### src/ipmc_consts.svh
// Register offsets, field positions and reset values of the power mux control
`ifndef IPMC_CONSTS_SVH
`define IPMC_CONSTS_SVH
`define IPMC_OFF_DRIVE    32'h0000_0000
`define IPMC_OFF_MUXCTL   32'h0000_0004
`define IPMC_OFF_STATUS   32'h0000_0008
`define IPMC_OFF_ADC      32'h0000_000C
`define IPMC_DP_LSB       0
`define IPMC_DM_LSB       4
`define IPMC_EN1_BIT      0
`define IPMC_EN2_BIT      1
`define IPMC_DISALL_BIT   2
`define IPMC_HIZ_BIT      3
`define IPMC_DIS_BIT      4
`define IPMC_DM_RD_LSB    16
`define IPMC_MUXCTL_RST   5'h03
`define IPMC_PROBE_CYC    4'h8
`endif

### src/ipmc_pkg.sv
// Types shared by the power mux control block
package ipmc_pkg;
    // D+ drive codes
    typedef enum logic [2:0] {
        IPMC_DP_HIZ   = 3'h0,
        IPMC_DP_0V0   = 3'h1,
        IPMC_DP_0V6   = 3'h2,
        IPMC_DP_1V2   = 3'h3,
        IPMC_DP_2V0   = 3'h4,
        IPMC_DP_2V7   = 3'h5,
        IPMC_DP_3V3   = 3'h6,
        IPMC_DP_SHORT = 3'h7
    } ipmc_dp_t;
    // D- drive codes; 0V and short are not offered on D-
    typedef enum logic [2:0] {
        IPMC_DM_HIZ = 3'h0,
        IPMC_DM_0V6 = 3'h2,
        IPMC_DM_1V2 = 3'h3,
        IPMC_DM_2V0 = 3'h4,
        IPMC_DM_2V7 = 3'h5,
        IPMC_DM_3V3 = 3'h6
    } ipmc_dm_t;
    typedef enum logic [2:0] {
        IPMC_PROBE = 3'b001,
        IPMC_LATCH = 3'b010,
        IPMC_RUN   = 3'b100
    } ipmc_state_t;
endpackage

### src/ipmc_top.sv
// Dual input power mux gate control and D+/D- fault probe drive
`include "ipmc_consts.svh"
module ipmc_top (
    // Clock, reset, enable
    input  wire logic        hclk,
    input  wire logic        hresetn,
    input  wire logic        clk_en,
    // AHB-Lite slave
    input  wire logic        hsel,
    input  wire logic [31:0] haddr,
    input  wire logic [1:0]  htrans,
    input  wire logic        hwrite,
    input  wire logic [2:0]  hsize,
    input  wire logic [31:0] hwdata,
    input  wire logic        hready,
    output logic      [31:0] hrdata,
    output logic             hreadyout,
    output logic             hresp,
    // Analog status pins
    input  wire logic        input1_gate_grounded,
    input  wire logic        input2_gate_grounded,
    input  wire logic        source1_sense_ok,
    input  wire logic        source2_sense_ok,
    input  wire logic        bus_present,
    input  wire logic        detect_busy,
    input  wire logic [15:0] dp_adc,
    input  wire logic [15:0] dm_adc,
    // Gate drivers and D+/D- drive
    output logic             input1_gate_drive,
    output logic             input2_gate_drive,
    output ipmc_pkg::ipmc_dp_t dp_drive_setting,
    output ipmc_pkg::ipmc_dm_t dm_drive_setting,
    output logic             dpdm_drive_source1
);
    import ipmc_pkg::*;

    ////////////////////////////////////////////////////////////////////////
    // Pin synchronisers
    logic [5:0] sync1, sync2, next_sync1, next_sync2;
    logic [31:0] adc1, adc2, next_adc1, next_adc2;
    logic [31:0] adc3, adc_hold, next_adc3, next_adc_hold;
    logic g1_gnd, g2_gnd, s1_ok, s2_ok, vbus_p, det_busy;
    assign {g1_gnd, g2_gnd, s1_ok, s2_ok, vbus_p, det_busy} = sync2;

    always_comb begin
        next_sync1 = {input1_gate_grounded, input2_gate_grounded,
                      source1_sense_ok, source2_sense_ok,
                      bus_present, detect_busy};
        next_sync2 = sync1;
        next_adc1  = {dm_adc, dp_adc};
        next_adc2  = adc1;
        next_adc3  = adc2;
        // A reading may change under the flops; only two equal samples count
        next_adc_hold = (adc2 == adc3) ? adc3 : adc_hold;
    end

    always_ff @(posedge hclk or negedge hresetn) begin
        if (!hresetn) begin
            sync1 <= 6'h00;
            sync2 <= 6'h00;
            adc1  <= 32'h0000_0000;
            adc2  <= 32'h0000_0000;
            adc3  <= 32'h0000_0000;
            adc_hold <= 32'h0000_0000;
        end else if (clk_en) begin
            sync1 <= next_sync1;
            sync2 <= next_sync2;
            adc1  <= next_adc1;
            adc2  <= next_adc2;
            adc3  <= next_adc3;
            adc_hold <= next_adc_hold;
        end
    end

    ////////////////////////////////////////////////////////////////////////
    // Power-on FET probe
    ipmc_state_t state, next_state;
    logic [3:0]  probe_cnt, next_probe_cnt;
    logic        fet1, fet2, next_fet1, next_fet2;

    always_comb begin
        next_state     = state;
        next_probe_cnt = probe_cnt;
        next_fet1      = fet1;
        next_fet2      = fet2;
        case (state)
            IPMC_PROBE: begin
                // Let the pin synchronisers settle before sampling
                next_probe_cnt = probe_cnt + 4'h1;
                if (probe_cnt == `IPMC_PROBE_CYC - 4'h1) begin
                    next_state = IPMC_LATCH;
                end
            end
            IPMC_LATCH: begin
                next_fet1  = !g1_gnd;
                next_fet2  = !g2_gnd;
                next_state = IPMC_RUN;
            end
            IPMC_RUN: begin
                next_state = IPMC_RUN;
            end
            default: begin
                next_state = IPMC_PROBE;
            end
        endcase
    end

    always_ff @(posedge hclk or negedge hresetn) begin
        if (!hresetn) begin
            state     <= IPMC_PROBE;
            probe_cnt <= 4'h0;
            fet1      <= 1'b0;
            fet2      <= 1'b0;
        end else if (clk_en) begin
            state     <= next_state;
            probe_cnt <= next_probe_cnt;
            fet1      <= next_fet1;
            fet2      <= next_fet2;
        end
    end

    logic probed;
    logic no_fets;
    assign probed  = (state == IPMC_RUN);
    assign no_fets = probed && !fet1 && !fet2;

    ////////////////////////////////////////////////////////////////////////
    // AHB-Lite slave and registers
    logic        ap_wr, next_ap_wr;
    logic [31:0] ap_addr, next_ap_addr;
    logic [2:0]  dp_set, next_dp_set;
    logic [2:0]  dm_set, next_dm_set;
    logic [4:0]  muxctl, next_muxctl;
    logic [31:0] next_hrdata;
    logic        en1, en2, dis_all, hiz, dis;

    // Word offsets decode on the low byte; the bus select does the rest
    function automatic logic ipmc_hit(input logic [31:0] a,
                                      input logic [31:0] off);
        return a[7:0] == off[7:0];
    endfunction

    function automatic logic [2:0] ipmc_dm_legal(input logic [2:0] code);
        // D- has no 0V or short; unsupported codes fall back to hiz
        if (code == 3'h1 || code == 3'h7) begin
            return IPMC_DM_HIZ;
        end
        return code;
    endfunction

    function automatic logic [31:0] ipmc_read(input logic [31:0] a);
        if (ipmc_hit(a, `IPMC_OFF_DRIVE)) begin
            return {25'h0, dm_set, 1'b0, dp_set};
        end else if (ipmc_hit(a, `IPMC_OFF_MUXCTL)) begin
            return {27'h0, muxctl};
        end else if (ipmc_hit(a, `IPMC_OFF_STATUS)) begin
            return {29'h0, probed, fet2, fet1};
        end else if (ipmc_hit(a, `IPMC_OFF_ADC)) begin
            return adc_hold;
        end
        return 32'h0000_0000;
    endfunction

    assign hreadyout = 1'b1;
    assign hresp     = 1'b0;
    assign {dis, hiz, dis_all, en2, en1} = muxctl;

    always_comb begin
        next_ap_wr   = 1'b0;
        next_ap_addr = ap_addr;
        next_dp_set  = dp_set;
        next_dm_set  = dm_set;
        next_muxctl  = muxctl;
        next_hrdata  = hrdata;
        if (hready && hsel && htrans[1]) begin
            next_ap_wr   = hwrite;
            next_ap_addr = haddr;
            if (!hwrite) begin
                next_hrdata = ipmc_read(haddr);
            end
        end
        if (ap_wr && ipmc_hit(ap_addr, `IPMC_OFF_DRIVE) && !det_busy) begin
            next_dp_set = hwdata[`IPMC_DP_LSB +: 3];
            next_dm_set = ipmc_dm_legal(hwdata[`IPMC_DM_LSB +: 3]);
        end else if (ap_wr && ipmc_hit(ap_addr, `IPMC_OFF_MUXCTL)) begin
            next_muxctl = hwdata[4:0];
        end
        // Probe results override host writes for missing pairs
        if (probed && !fet1) begin
            next_muxctl[`IPMC_EN1_BIT] = 1'b0;
        end
        if (probed && !fet2) begin
            next_muxctl[`IPMC_EN2_BIT] = 1'b0;
        end
        if (no_fets) begin
            next_muxctl[`IPMC_DIS_BIT] = 1'b1;
        end
    end

    always_ff @(posedge hclk or negedge hresetn) begin
        if (!hresetn) begin
            ap_wr   <= 1'b0;
            ap_addr <= 32'h0000_0000;
            dp_set  <= IPMC_DP_HIZ;
            dm_set  <= IPMC_DM_HIZ;
            muxctl  <= `IPMC_MUXCTL_RST;
            hrdata  <= 32'h0000_0000;
        end else if (clk_en) begin
            ap_wr   <= next_ap_wr;
            ap_addr <= next_ap_addr;
            dp_set  <= next_dp_set;
            dm_set  <= next_dm_set;
            muxctl  <= next_muxctl;
            hrdata  <= next_hrdata;
        end
    end

    ////////////////////////////////////////////////////////////////////////
    // Gate drivers and probe drive outputs
    logic next_g1, next_g2;
    logic common_ok;

    always_comb begin
        common_ok = probed && !dis_all && !dis && !hiz && !vbus_p;
        // Re-evaluated every cycle, so any failing condition drops it
        next_g1 = common_ok && fet1 && en1 && s1_ok;
        next_g2 = common_ok && fet2 && en2 && s2_ok;
    end

    always_ff @(posedge hclk or negedge hresetn) begin
        if (!hresetn) begin
            input1_gate_drive <= 1'b0;
            input2_gate_drive <= 1'b0;
        end else if (clk_en) begin
            input1_gate_drive <= next_g1;
            input2_gate_drive <= next_g2;
        end
    end

    // Drive reaches only the source 1 connector
    assign dp_drive_setting   = ipmc_dp_t'(dp_set);
    assign dm_drive_setting   = ipmc_dm_t'(dm_set);
    assign dpdm_drive_source1 = 1'b1;

    ////////////////////////////////////////////////////////////////////////
    // Assertions
    // The drivers are registered, so their conditions are one cycle back
    a_gate1_cond: assert property (@(posedge hclk) disable iff (!hresetn)
        input1_gate_drive |-> $past(fet1) && $past(en1) && $past(probed))
        else $error("Gate 1 on without its conditions");
    a_gate2_cond: assert property (@(posedge hclk) disable iff (!hresetn)
        input2_gate_drive |-> $past(fet2) && $past(en2) && $past(probed))
        else $error("Gate 2 on without its conditions");
    a_gate1_on: assert property (@(posedge hclk) disable iff (!hresetn)
        clk_en && probed && fet1 && en1 && s1_ok && !vbus_p
            && !dis_all && !dis && !hiz |=> input1_gate_drive)
        else $error("Gate 1 off with all conditions met");
    a_gate2_on: assert property (@(posedge hclk) disable iff (!hresetn)
        clk_en && probed && fet2 && en2 && s2_ok && !vbus_p
            && !dis_all && !dis && !hiz |=> input2_gate_drive)
        else $error("Gate 2 off with all conditions met");
    a_sense_drop: assert property (@(posedge hclk) disable iff (!hresetn)
        clk_en && !s1_ok |=> !input1_gate_drive)
        else $error("Gate 1 stayed on with source sense bad");
    a_mode_drop: assert property (@(posedge hclk) disable iff (!hresetn)
        clk_en && (dis_all || dis || hiz)
            |=> !input1_gate_drive && !input2_gate_drive)
        else $error("Gate stayed on while disabled");
    a_fet1_lock: assert property (@(posedge hclk) disable iff (!hresetn)
        clk_en && probed && !fet1 |=> !en1)
        else $error("Enable 1 not locked");
    a_gate_drop: assert property (@(posedge hclk) disable iff (!hresetn)
        clk_en && vbus_p |=> !input1_gate_drive && !input2_gate_drive)
        else $error("Gate stayed on with bus present");
    a_nofet_lock: assert property (@(posedge hclk) disable iff (!hresetn)
        clk_en && no_fets |=> dis && !en1 && !en2)
        else $error("No-FET case not locked");
    a_fet2_lock: assert property (@(posedge hclk) disable iff (!hresetn)
        clk_en && probed && !fet2 |=> !en2)
        else $error("Enable 2 not locked");
    a_drive_hold: assert property (@(posedge hclk) disable iff (!hresetn)
        clk_en && det_busy |=> $stable(dp_set) && $stable(dm_set))
        else $error("Drive write taken during detection");
    a_dm_legal: assert property (@(posedge hclk) disable iff (!hresetn)
        dm_set != 3'h1 && dm_set != 3'h7)
        else $error("Illegal D- drive code");
    a_probe_time: assert property (@(posedge hclk) disable iff (!hresetn)
        $rose(probed) |-> $past(state) == IPMC_LATCH)
        else $error("Probe result without latch");
    a_fet_static: assert property (@(posedge hclk) disable iff (!hresetn)
        probed |=> $stable(fet1) && $stable(fet2))
        else $error("Probe result changed after power-on");
endmodule

### config.mk
export PLATFORM = sky130hd
export DESIGN_NAME = ipmc_top
export DESIGN_NICKNAME = d
export VERILOG_FILES = /design/src/ipmc_pkg.sv /design/src/ipmc_top.sv
export VERILOG_INCLUDE_DIRS = /design/src
export SDC_FILE = /design/constraint.sdc
export NUM_CORES = 1
export LEC_CHECK = 0
export BUFFER_PORTS_ARGS = -buffer_cell sky130_fd_sc_hd__buf_2
export CAP_MARGIN = 20
export CORE_MARGIN = 10
export CORE_UTILIZATION = 55
export DETAILED_ROUTE_END_ITERATION = 12
export GPL_TIMING_DRIVEN = 0
export PLACE_DENSITY = 0.79
export REMOVE_ABC_BUFFERS = 1
export SLEW_MARGIN = 10
export SYNTH_ARGS = -nofsm -noshare
export SYNTH_HDL_FRONTEND = slang
export SYNTH_SLANG_ARGS = --single-unit
export TNS_END_PERCENT = 1
### constraint.sdc
create_clock -name hclk -period 2.1 [get_ports hclk]
set_clock_uncertainty 0.15 [all_clocks]
set_input_delay 0.42 -clock hclk [delete_from_list [all_inputs] [get_ports hclk]]
set_output_delay 0.42 -clock hclk [all_outputs]
set_load 0.01 [all_outputs]
==> results of run 1 <==
## routing by layer
metal,GRT usage,vias to the layer above
met4,0.0511,0
met1,0.187,2409
met5,0,-
li1,-,2217
met2,0.266,89
met3,0.0347,29
## synth_stat cells, types with 3 or more instances
library cell and number:
nand3_1 9, nor4_1 3, clkbuf_8 4, clkbuf_1 17
mux2_2 153, mux2i_1 3, mux4_2 3, dfstp_2 3
nor3_1 3, nor2_1 10, dfrtp_1 200, buf_4 3
a21oi_1 8, inv_1 6, nand4_1 11, a22o_2 24
xnor2_1 30, o22ai_1 3, buf_2 3, xor2_1 6
nand2_1 25, o21ai_0 9
## layout make-up
class | instances | share of cell area
sequential | 203 | 0.525
multi-input combinational | 325 | 0.308
timing repair buffer | 111 | 0.0726
clock buffer | 34 | 0.0655
tap | 184 | 0.0238
inverter | 6 | 0.00233
clock inverter | 3 | 0.00194
antenna | 1 | 0.000258
## path summary, 6_finish.rpt
check	to	slack [ps]	cells past startpoint
max	muxctl[3]	-20	4
min	adc1[11]	20	2
max reg2reg	muxctl[3]	-20	4
min reg2reg	fet2	290	1
max in group asynchronous	muxctl[1]	770	3
min in group asynchronous	adc1[31]	300	2
## state kept, by name, indices dropped and copies added (netlist names)
signal,count
muxctl,5
ap_wr,1
fet1,1
dp_drive_setting,3
ap_addr,8
probe_cnt,4
adc_hold,32
adc2,32
input1_gate_drive,1
sync2,6
dm_drive_setting,3
adc1,32
hrdata,32
adc3,32
next_sync2,6
state,3
fet2,1
input2_gate_drive,1
## cells by family (layout without fill, tap and decap cells)
kind of cell,Yosys count,after routing
multiplexers,159,159
buffers and inverters,35,154
adder cells (fa/ha/maj),1,1
flip-flops,203,203
AND/OR/NAND/NOR,76,76
AO/OA/AOI/OAI,50,50
other,2,4
XOR/XNOR,36,36
## worst register-to-register path, cell delays in order, from the launching register on
cell     delay [ps]
dfrtp_1         390
or4_1           560
nor3_2          180
nand4_1         330
mux2_2          390
## placed cells by master, fill, tap and decap left out, types with 6 or more instances in the layout
| cell | n |
|---|---|
| buf_2 | 97 |
| dfrtp_1 | 200 |
| nand4_1 | 11 |
| a21oi_1 | 8 |
| clkbuf_8 | 6 |
| nand3_1 | 8 |
| inv_1 | 6 |
| o21ai_0 | 9 |
| mux2_2 | 153 |
| nor2_1 | 10 |
| clkbuf_16 | 21 |
| nand2_1 | 25 |
| xnor2_1 | 30 |
| clkbuf_1 | 7 |
| a22o_2 | 24 |
| xor2_1 | 6 |
## per-stage QoR
stage                     cell area (µm²)  instances  setup slack, ps  setup TNS (ps)
after detailed placement             8940        822            -1360          -54250
after global routing                 9680        867             -135           -2630
after global placement               8790        817            -3830         -896750
after CTS                            9670        865            -71.7            -244
final                                9680        867            -24.8           -63.9
after floorplan                      8070        534             -390          -19020
## timing repair
item                                   in CTS  in global routing
gates cloned                                0                  0
hold buffers                                2                  0
setup endpoints to repair                  74                 43
buffers inserted                            4                  1
pin swaps                                   9                  5
gates resized for setup                     5                  0
endpoints found under the hold margin      59                  0
## report_power, final
group	internal, µW	leakage [µW]	switching (µW)
logic	610	0.00168	439
clock network	2060	0.000323	1420
registers	4360	0.00255	354
total	7030	0.00455	2210
==> results by group, run 1 <==
Run status
  – Outcome: complete, but fails checks
  – Failing checks: setup timing

Route
  – Final WL: 15700 µm
  – Vias: 4744
  – Highest metal used: met4
  – Routed length per placed instance: 18.1 µm
  – Routed met3 length: 719 µm
  – First-pass DRT Iterations: 4
  – Met1 WL: 6470 µm
  – Via/cell ratio: 5.47
  – DRC violations left: 0
  – WL met2: 8030 µm
  – Post-route ant nets: 0
  – Iteration-0 DRC Markers: 196

Synthesis
  – Synthesized-area fraction occupied by adder cells: 0.00152
  – Register area share after synthesis: 0.617
  – Post-synthesis mux area share: 0.221
  – Area contributors post-synth: dfrtp_1 61%, mux2_2 21%, xnor2_1 3.2%
  – Synthesized area per cell: 14.7 µm²
  – Top_reg_cell synth: dfrtp_1
  – Cells after synthesis: 562
  – Number of synthesized flops with an enable pin: 0
  – Area leader, netlist: dfrtp_1
  – Flops & latches, synth: 203
  – Post-synthesis xor/xnor area fraction: 0.0383
  – Largest family of logic cells by synthesized area: multiplexers
  – Compound-Gate Fraction of Synth Area: 0.0475
  – Number of distinct library cells after synthesis: 41
  – Synthesis Warnings: 0
  – Post-synth top area share: 0.607
  – Simple-gate area share of the yosys netlist: 0.0495
  – Cell area after synthesis: 0.00824 mm²
  – Async set or reset register ratio after synthesis: 1.00

Layout
  – Layout cells sized above 1: 0.484
  – Fillcell total: 1056
  – Layout area overhead: 17.5%
  – Core Util, Final: 0.664
  – Area of the multi-input gates: 0.00299 mm²
  – Register Area: 0.00508 mm²
  – Nets: 782

Placement
  – # port buffers: 99
  – Gpl congestion: 0.812
  – Hpwl dp: 10800 µm

Die
  – Die Y: 142 µm
  – Rows: 44
  – Initial Utilization: 0.565
  – DIE AREA: 0.0203 mm²
  – Ports: 156
  – Die width: 142 µm
  – CORE AREA: 0.0146 mm²

GRT
  – Vias in the first global route: 5171
  – Largest net degree at the start of global routing: 80
  – First-pass GRT wire length: 25800 µm
  – Total GRT Usage: 0.154
  – Initial antenna violation count: 1
  – Congestion Overflow GR: 0

Clock tree
  – CTS tree: yes
  – CTS Buffer Depth: 3
  – Clock transition at path regs: 60 ps
  – TritonCTS Buffers: 21
  – Clock sink count: 203
  – Htree depth: 1
  – Clock Tree Root: clkbuf_16
  – Clk_lat worst skew: 480 ps

Critical path
  – Worst Setup SP: ap_addr[3]
  – Critical path data required time: 2320 ps
  – Cells along the critical path: or4_1, nor3_2, nand4_1, mux2_2
  – Critical Path Sink Type: register
  – WS Path Type: register to register
  – Critical path's largest stage delay: 560 ps
  – Startpoint Class: register
  – Max FO, Critical Path: 7
  – Slowest cell on the critical path: or4_1
  – Crit path DAT: 2340 ps
  – Top delay family on crit path: simple AND/OR/NAND/NOR gates
  – Reg2Reg Launch Point: ap_addr[3]
  – Buf/Inv on CP: 0

Worst hold path
  – Hold Startpoint: dp_adc[11]
  – Type of the worst min-delay path: input pin to register

Power
  – Leak pwr: 0.00455 µW
  – Total chip power: 9240 µW
  – Maximum vdd drop: 616 µV
  – PwrDens: 955 mW/mm²

STA
  – Fmax: 0.471 GHz
  – Final worst slack: -24.8 ps
  – Slew headroom: 0.412
  – Fin. max-slew vios: 0
  – Min Clock Period, post-route: 2120 ps
  – Final Setup Violations: 3
  – Final Cycle Share: 1.01
  – RSZ-0062 raised after global routing: true
  – Final Hold Slack: 16.0 ps
  – Worst slew pin tran: 870 ps
  – Final hold vios: 0

Run
  – Max-cap violations: 0
Power figures use the tool's default switching activity.
==> inputs of run 2 (changes only) <==
--- a/config.mk
+++ b/config.mk
@@ -9,10 +9,11 @@
 export BUFFER_PORTS_ARGS = -buffer_cell sky130_fd_sc_hd__buf_2
 export CAP_MARGIN = 20
 export CORE_MARGIN = 10
-export CORE_UTILIZATION = 55
+export CORE_UTILIZATION = 57
+export CTS_BUF_LIST = sky130_fd_sc_hd__clkbuf_4 sky130_fd_sc_hd__clkbuf_8
 export DETAILED_ROUTE_END_ITERATION = 12
 export GPL_TIMING_DRIVEN = 0
-export PLACE_DENSITY = 0.79
+export PLACE_DENSITY = 0.82
 export REMOVE_ABC_BUFFERS = 1
 export SLEW_MARGIN = 10
 export SYNTH_ARGS = -nofsm -noshare
==> results by group, run 2 (same netlist as run 1, synthesis figures left out) <==
Critical path
  – Critical path destination: muxctl[4]
  – Max FO, Critical Path: 7 (unchanged)
  – WS Path Type: register to register
  – Crit path DAT: 2440 ps (+100 ps)
  – Critical Path Sink Type: register
  – Worst Setup SP: ap_addr[3]
  – Reg2Reg Launch Point: ap_addr[3]
  – Startpoint Class: register
  – R2r endpoint: muxctl[4]
  – Critical path data required time: 2320 ps (about the same)
  – Depth of the worst register-to-register path: 5 (+1)
  – FF-to-FF setup slack: -130 ps (-100 ps)

Placement
  – # port buffers: 99 (unchanged)
  – Placed cell area: 0.00890 mm² (-0.42%)
  – Gpl congestion: 0.818 (+0.75%)
  – Hpwl dp: 11000 µm (+1.7%)

Layout
  – Register Area: 0.00508 mm² (unchanged)
  – Post-route cell area: 0.0101 mm² (+4.3%)
  – Fillcell total: 916 (-13%)
  – Layout area overhead: 22.5%
  – Area of the multi-input gates: 0.00299 mm² (+0.25%)
  – Layout cells sized above 1: 0.483 (-0.000695)
  – Nets: 835 (+6.8%)
  – Most frequent cells in the layout: 200 x dfrtp_1, 153 x mux2_2, 97 x buf_2, 42 x dlygate4sd3_1, 40 x clkbuf_8
  – Most common cell after layout, fill and taps aside: dfrtp_1
  – Core Util, Final: 0.719 (+0.0555)

Run
  – Max-cap violations: 0 (unchanged)

Clock tree
  – CTS tree: yes
  – Clock Tree Root: clkbuf_8
  – Htree depth: 2 (+1)
  – TritonCTS Buffers: 35 (+67%)
  – CTS Buffer Depth: 3 (unchanged)
  – Clk_lat worst skew: 510 ps (+30 ps)
  – Clock sink count: 203 (unchanged)
  – Clock transition at path regs: 60 ps (about the same)

STA
  – Min Clock Period, post-route: 2230 ps (+103 ps)
  – Fin. max-slew vios: 0 (unchanged)
  – Final Hold Slack: 25.6 ps (+9.63 ps)
  – Slew headroom: 0.443 (+0.0312)
  – Worst slew pin tran: 824 ps (-46.2 ps)
  – RSZ-0062 raised after global routing: true
  – Final Setup Violations: 24 (+21)
  – Final worst slack: -128 ps (-103 ps)
  – Final Cycle Share: 1.06 (+0.0491)
  – Final hold vios: 0 (unchanged)
  – Fmax: 0.449 GHz (-4.6%)

GRT
  – Vias in the first global route: 5552 (+7.4%)
  – Congestion Overflow GR: 0 (unchanged)
  – Initial antenna violation count: 2 (+1)
  – First-pass GRT wire length: 27700 µm (+7.5%)
  – Largest net degree at the start of global routing: 118 (+48%)
  – Total GRT Usage: 0.171 (+0.0163)

Power
  – PwrDens: 923 mW/mm² (-3.3%)
  – Maximum vdd drop: 625 µV (+1.6%)
  – Leak pwr: 0.00475 µW (+4.3%)

Die
  – CORE AREA: 0.0140 mm² (-3.7%)
  – Die Y: 140 µm (-1.5%)
  – DIE AREA: 0.0197 mm² (-3.0%)
  – Die width: 140 µm (-1.5%)
  – Ports: 156 (unchanged)
  – Rows: 43 (-2.3%)
  – Initial Utilization: 0.587 (+0.0220)

Route
  – Iteration-0 DRC Markers: 228 (+16%)
  – First-pass DRT Iterations: 4 (unchanged)
  – Met1 WL: 6730 µm (+4.0%)
  – Routed met3 length: 813 µm (+13%)
  – DRC violations left: 0 (unchanged)
  – Via/cell ratio: 5.46 (-0.15%)
  – Highest metal used: met4
  – Post-route ant nets: 0 (unchanged)
  – WL met2: 8760 µm (+9.1%)
  – Vias: 5054 (+6.5%)
  – Final WL: 16700 µm (+6.9%)
  – Routed length per placed instance: 18.1 µm (+0.24%)

Run status
  – Outcome: complete, but fails checks
  – Failing checks: setup timing

Worst hold path
  – Type of the worst min-delay path: input pin to register
-- run 2: layer usage --
| layer | global-route usage | vias to the layer above |
|---|---|---|
| met3 | 0.0341 | 38 |
| li1 | - | 2315 |
| met2 | 0.292 | 135 |
| met4 | 0.0793 | 0 |
| met5 | 0 | - |
| met1 | 0.202 | 2566 |
-- run 2: how the worst min path moves through the flow --
stage	endpoint	cells after the start	start
2_1_floorplan	adc1[0]	0	hresetn
3_5_place_dp	fet2	1	sync2[4]
3_3_place_gp	fet1	1	sync2[5]
5_1_grt	adc1[9]	2	dp_adc[9]
6_report	ap_addr[1]	2	haddr[1]
4_1_cts	ap_addr[1]	2	haddr[1]
-- run 2: where the power goes --
part	switching [µW]	internal, µW
Clock	1480	2000
Sequential	369	4360
Combinational	457	656
Total	2310	7010
-- run 2: through the flow --
stage	total power [µW]	worst slack, ps	setup TNS [ps]	std cells
after floorplan	5400	-390	-19020	534
after CTS	9440	-67.2	-287	922
after global placement	5720	-3790	-889150	813
final	9320	-128	-799	925
after detailed placement	5830	-1320	-53210	817
after global routing	9770	-180	-2950	925
-- run 2: worst max-delay path, cell delays in order (launching register included) --
cell and delay (ps):
dfrtp_1 380, or4_1 540, nor3_2 190, nand4_1 370, nor3_1 370, a21oi_1 90
-- run 2: repair_timing --
action,in CTS,in global routing
hold buffers,42,0
endpoints found under the hold margin,127,0
buffers inserted,4,1
resized for setup,5,1
pin swaps,4,4
setup endpoints to repair,74,45
gates cloned,0,0
-- run 2: layout make-up --
cell class	count	area share
Clock buffer	55	0.0657
Tap cell	180	0.0223
Timing Repair Buffer	150	0.107
Multi-Input combinational cell	325	0.296
Clock inverter	4	0.00273
Inverter	6	0.00223
Sequential cell	203	0.503
Antenna cell	2	0.000496
==> inputs of run 3 (changes only) <==
==> constraint.sdc (replaced) <==
create_clock -name hclk -period 2.2 [get_ports hclk]
set_clock_uncertainty 0.15 [all_clocks]
set_input_delay 0.44 -clock hclk [delete_from_list [all_inputs] [get_ports hclk]]
set_output_delay 0.44 -clock hclk [all_outputs]
set_load 0.01 [all_outputs]
==> results by group, run 3 (same netlist as run 1, synthesis figures left out) <==
Placement
  – Hpwl dp: 11000 µm (unchanged)
  – Gpl congestion: 0.818 (unchanged)
  – Placed cell area: 0.00890 mm² (unchanged)
  – # port buffers: 99 (unchanged)

Die
  – Die width: 140 µm (unchanged)
  – Die Y: 140 µm (unchanged)
  – Rows: 43 (unchanged)
  – Initial Utilization: 0.587 (unchanged)
  – CORE AREA: 0.0140 mm² (unchanged)
  – Ports: 156 (unchanged)
  – DIE AREA: 0.0197 mm² (unchanged)

Critical path
  – WS Path Type: register to register
  – Crit path DAT: 2410 ps (-30 ps)
  – Cells along the critical path: or4_1, nor3_2, nand4_1, nor3_1, a21oi_1
  – Buf/Inv on CP: 0 (unchanged)
  – Critical path data required time: 2420 ps (+100 ps)
  – Startpoint Class: register
  – Max FO, Critical Path: 7 (unchanged)
  – Slowest cell on the critical path: or4_1
  – Critical Path Sink Type: register
  – Top delay family on crit path: simple AND/OR/NAND/NOR gates
  – Critical path's largest stage delay: 530 ps (about the same)

Layout
  – Nets: 819 (-1.9%)
  – Post-route cell area: 0.00994 mm² (-1.6%)
  – Most common cell after layout, fill and taps aside: dfrtp_1
  – Most frequent cells in the layout: 200 x dfrtp_1, 153 x mux2_2, 97 x buf_2, 40 x clkbuf_8, 29 x xnor2_1
  – Layout area overhead: 20.6%
  – Layout cells sized above 1: 0.494 (+0.0106)
  – Core Util, Final: 0.708 (-0.0116)
  – Fillcell total: 937 (+2.3%)

STA
  – Final Setup Violations: 0 (-100%)
  – Fmax: 0.457 GHz (+1.7%)
  – Final Cycle Share: 0.995 (-0.0656)
  – Fin. max-slew vios: 0 (unchanged)
  – Final hold vios: 0 (unchanged)
  – Slew headroom: 0.443 (about the same)
  – Min Clock Period, post-route: 2190 ps (-38.2 ps)
  – Worst slew pin tran: 824 ps (+0.0522 ps)
  – RSZ-0062 raised after global routing: true

Power
  – Total chip power: 8870 µW (-4.8%)
  – Leak pwr: 0.00468 µW (-1.4%)
  – PwrDens: 893 mW/mm² (-3.2%)
  – Maximum vdd drop: 598 µV (-4.3%)

Route
  – DRC violations left: 0 (unchanged)
  – Vias: 5005 (-0.97%)
  – Routed length per placed instance: 18.1 µm (+0.21%)
  – Iteration-0 DRC Markers: 231 (+1.3%)
  – First-pass DRT Iterations: 4 (unchanged)
  – Final WL: 16500 µm (-1.6%)
  – Post-route ant nets: 0 (unchanged)
  – Via/cell ratio: 5.51 (+0.88%)

GRT
  – Vias in the first global route: 5480 (-1.3%)
  – Total GRT Usage: 0.169 (-0.00193)
  – Congestion Overflow GR: 0 (unchanged)
  – First-pass GRT wire length: 27400 µm (-1.1%)
  – Largest net degree at the start of global routing: 118 (unchanged)
  – Initial antenna violation count: 1 (-1)

Clock tree
  – TritonCTS Buffers: 35 (unchanged)
  – Clk_lat worst skew: 510 ps (about the same)
  – Clock transition at path regs: 60 ps (about the same)
  – CTS tree: yes
  – Clock sink count: 203 (unchanged)
  – Clock Tree Root: clkbuf_8
  – CTS Buffer Depth: 3 (unchanged)
  – Htree depth: 2 (unchanged)

Run
  – Max-cap violations: 0 (unchanged)

Run status
  – Outcome: finished clean

Worst hold path
  – Type of the worst min-delay path: input pin to register
## run 3: cell count changes in the layout (fill, tap and decap cells not counted)
cell / delta
dlygate4sd3_1: -16
diode_2: -1
## run 3: worst paths after layout
check                      startpoint   endpoint  slack [ps]  cells past startpoint
max                        ap_addr[3]  muxctl[4]          10                      5
min                        dm_adc[10]   adc1[26]          30                      2
max reg2reg                ap_addr[3]  muxctl[4]          10                      5
min reg2reg                  sync2[4]       fet2         300                      1
max in group asynchronous     hresetn   adc1[29]         560                      3
min in group asynchronous     hresetn   adc1[30]         360                      2
## run 3: power breakdown
group	internal, µW	switching, µW	total (µW)
sequential	4160	352	4510
combinational	607	430	1040
clock	1910	1410	3320
total	6670	2200	8870
## run 3: cell type report
cell class / instances / area (µm²) / area share
Sequential cell: 203 / 5080 / 0.512
Timing Repair Buffer: 134 / 917 / 0.0923
Inverter: 6 / 22.5 / 0.00227
Antenna cell: 1 / 2.50 / 0.000252
Clock inverter: 4 / 27.5 / 0.00277
Tap cell: 180 / 225 / 0.0227
Clock buffer: 55 / 663 / 0.0667
Multi-Input combinational cell: 325 / 2990 / 0.301
## run 3: through the flow
step                      hold slack (ps)  std cells  setup TNS [ps]  setup slack, ps
after floorplan                     -5.59        534          -13820             -290
after global placement                281        813         -856670            -3710
after detailed placement              290        817          -47140            -1240
after CTS                           0.428        906               0             32.8
after global routing                 5.69        908            -165             -100
final                                26.6        908               0             10.2
## run 3: timing repair
| action | in CTS | in global routing |
|---|---|---|
| hold buffers | 26 | 0 |
| endpoints found under the setup margin | 62 | 41 |
| resized for setup | 5 | 1 |
| pin swaps | 3 | 4 |
| setup buffers | 4 | 1 |
| endpoints found under the hold margin | 109 | 0 |
## run 3: layer usage
layer / up-vias / global-route usage / routed length, µm
li1: 2286 / - / -
met1: 2565 / 0.199 / 6640
met2: 120 / 0.291 / 8690
met3: 34 / 0.0341 / 722
met4: 0 / 0.0755 / 414
met5: - / 0 / 0
## run 3: worst register-to-register path, delay by kind of cell (launching register included)
kind | cells | cell delay, ps
DFF | 1 | 380
AOI/OAI and AO/OA | 1 | 90
and+or+nand+nor | 4 | 1440
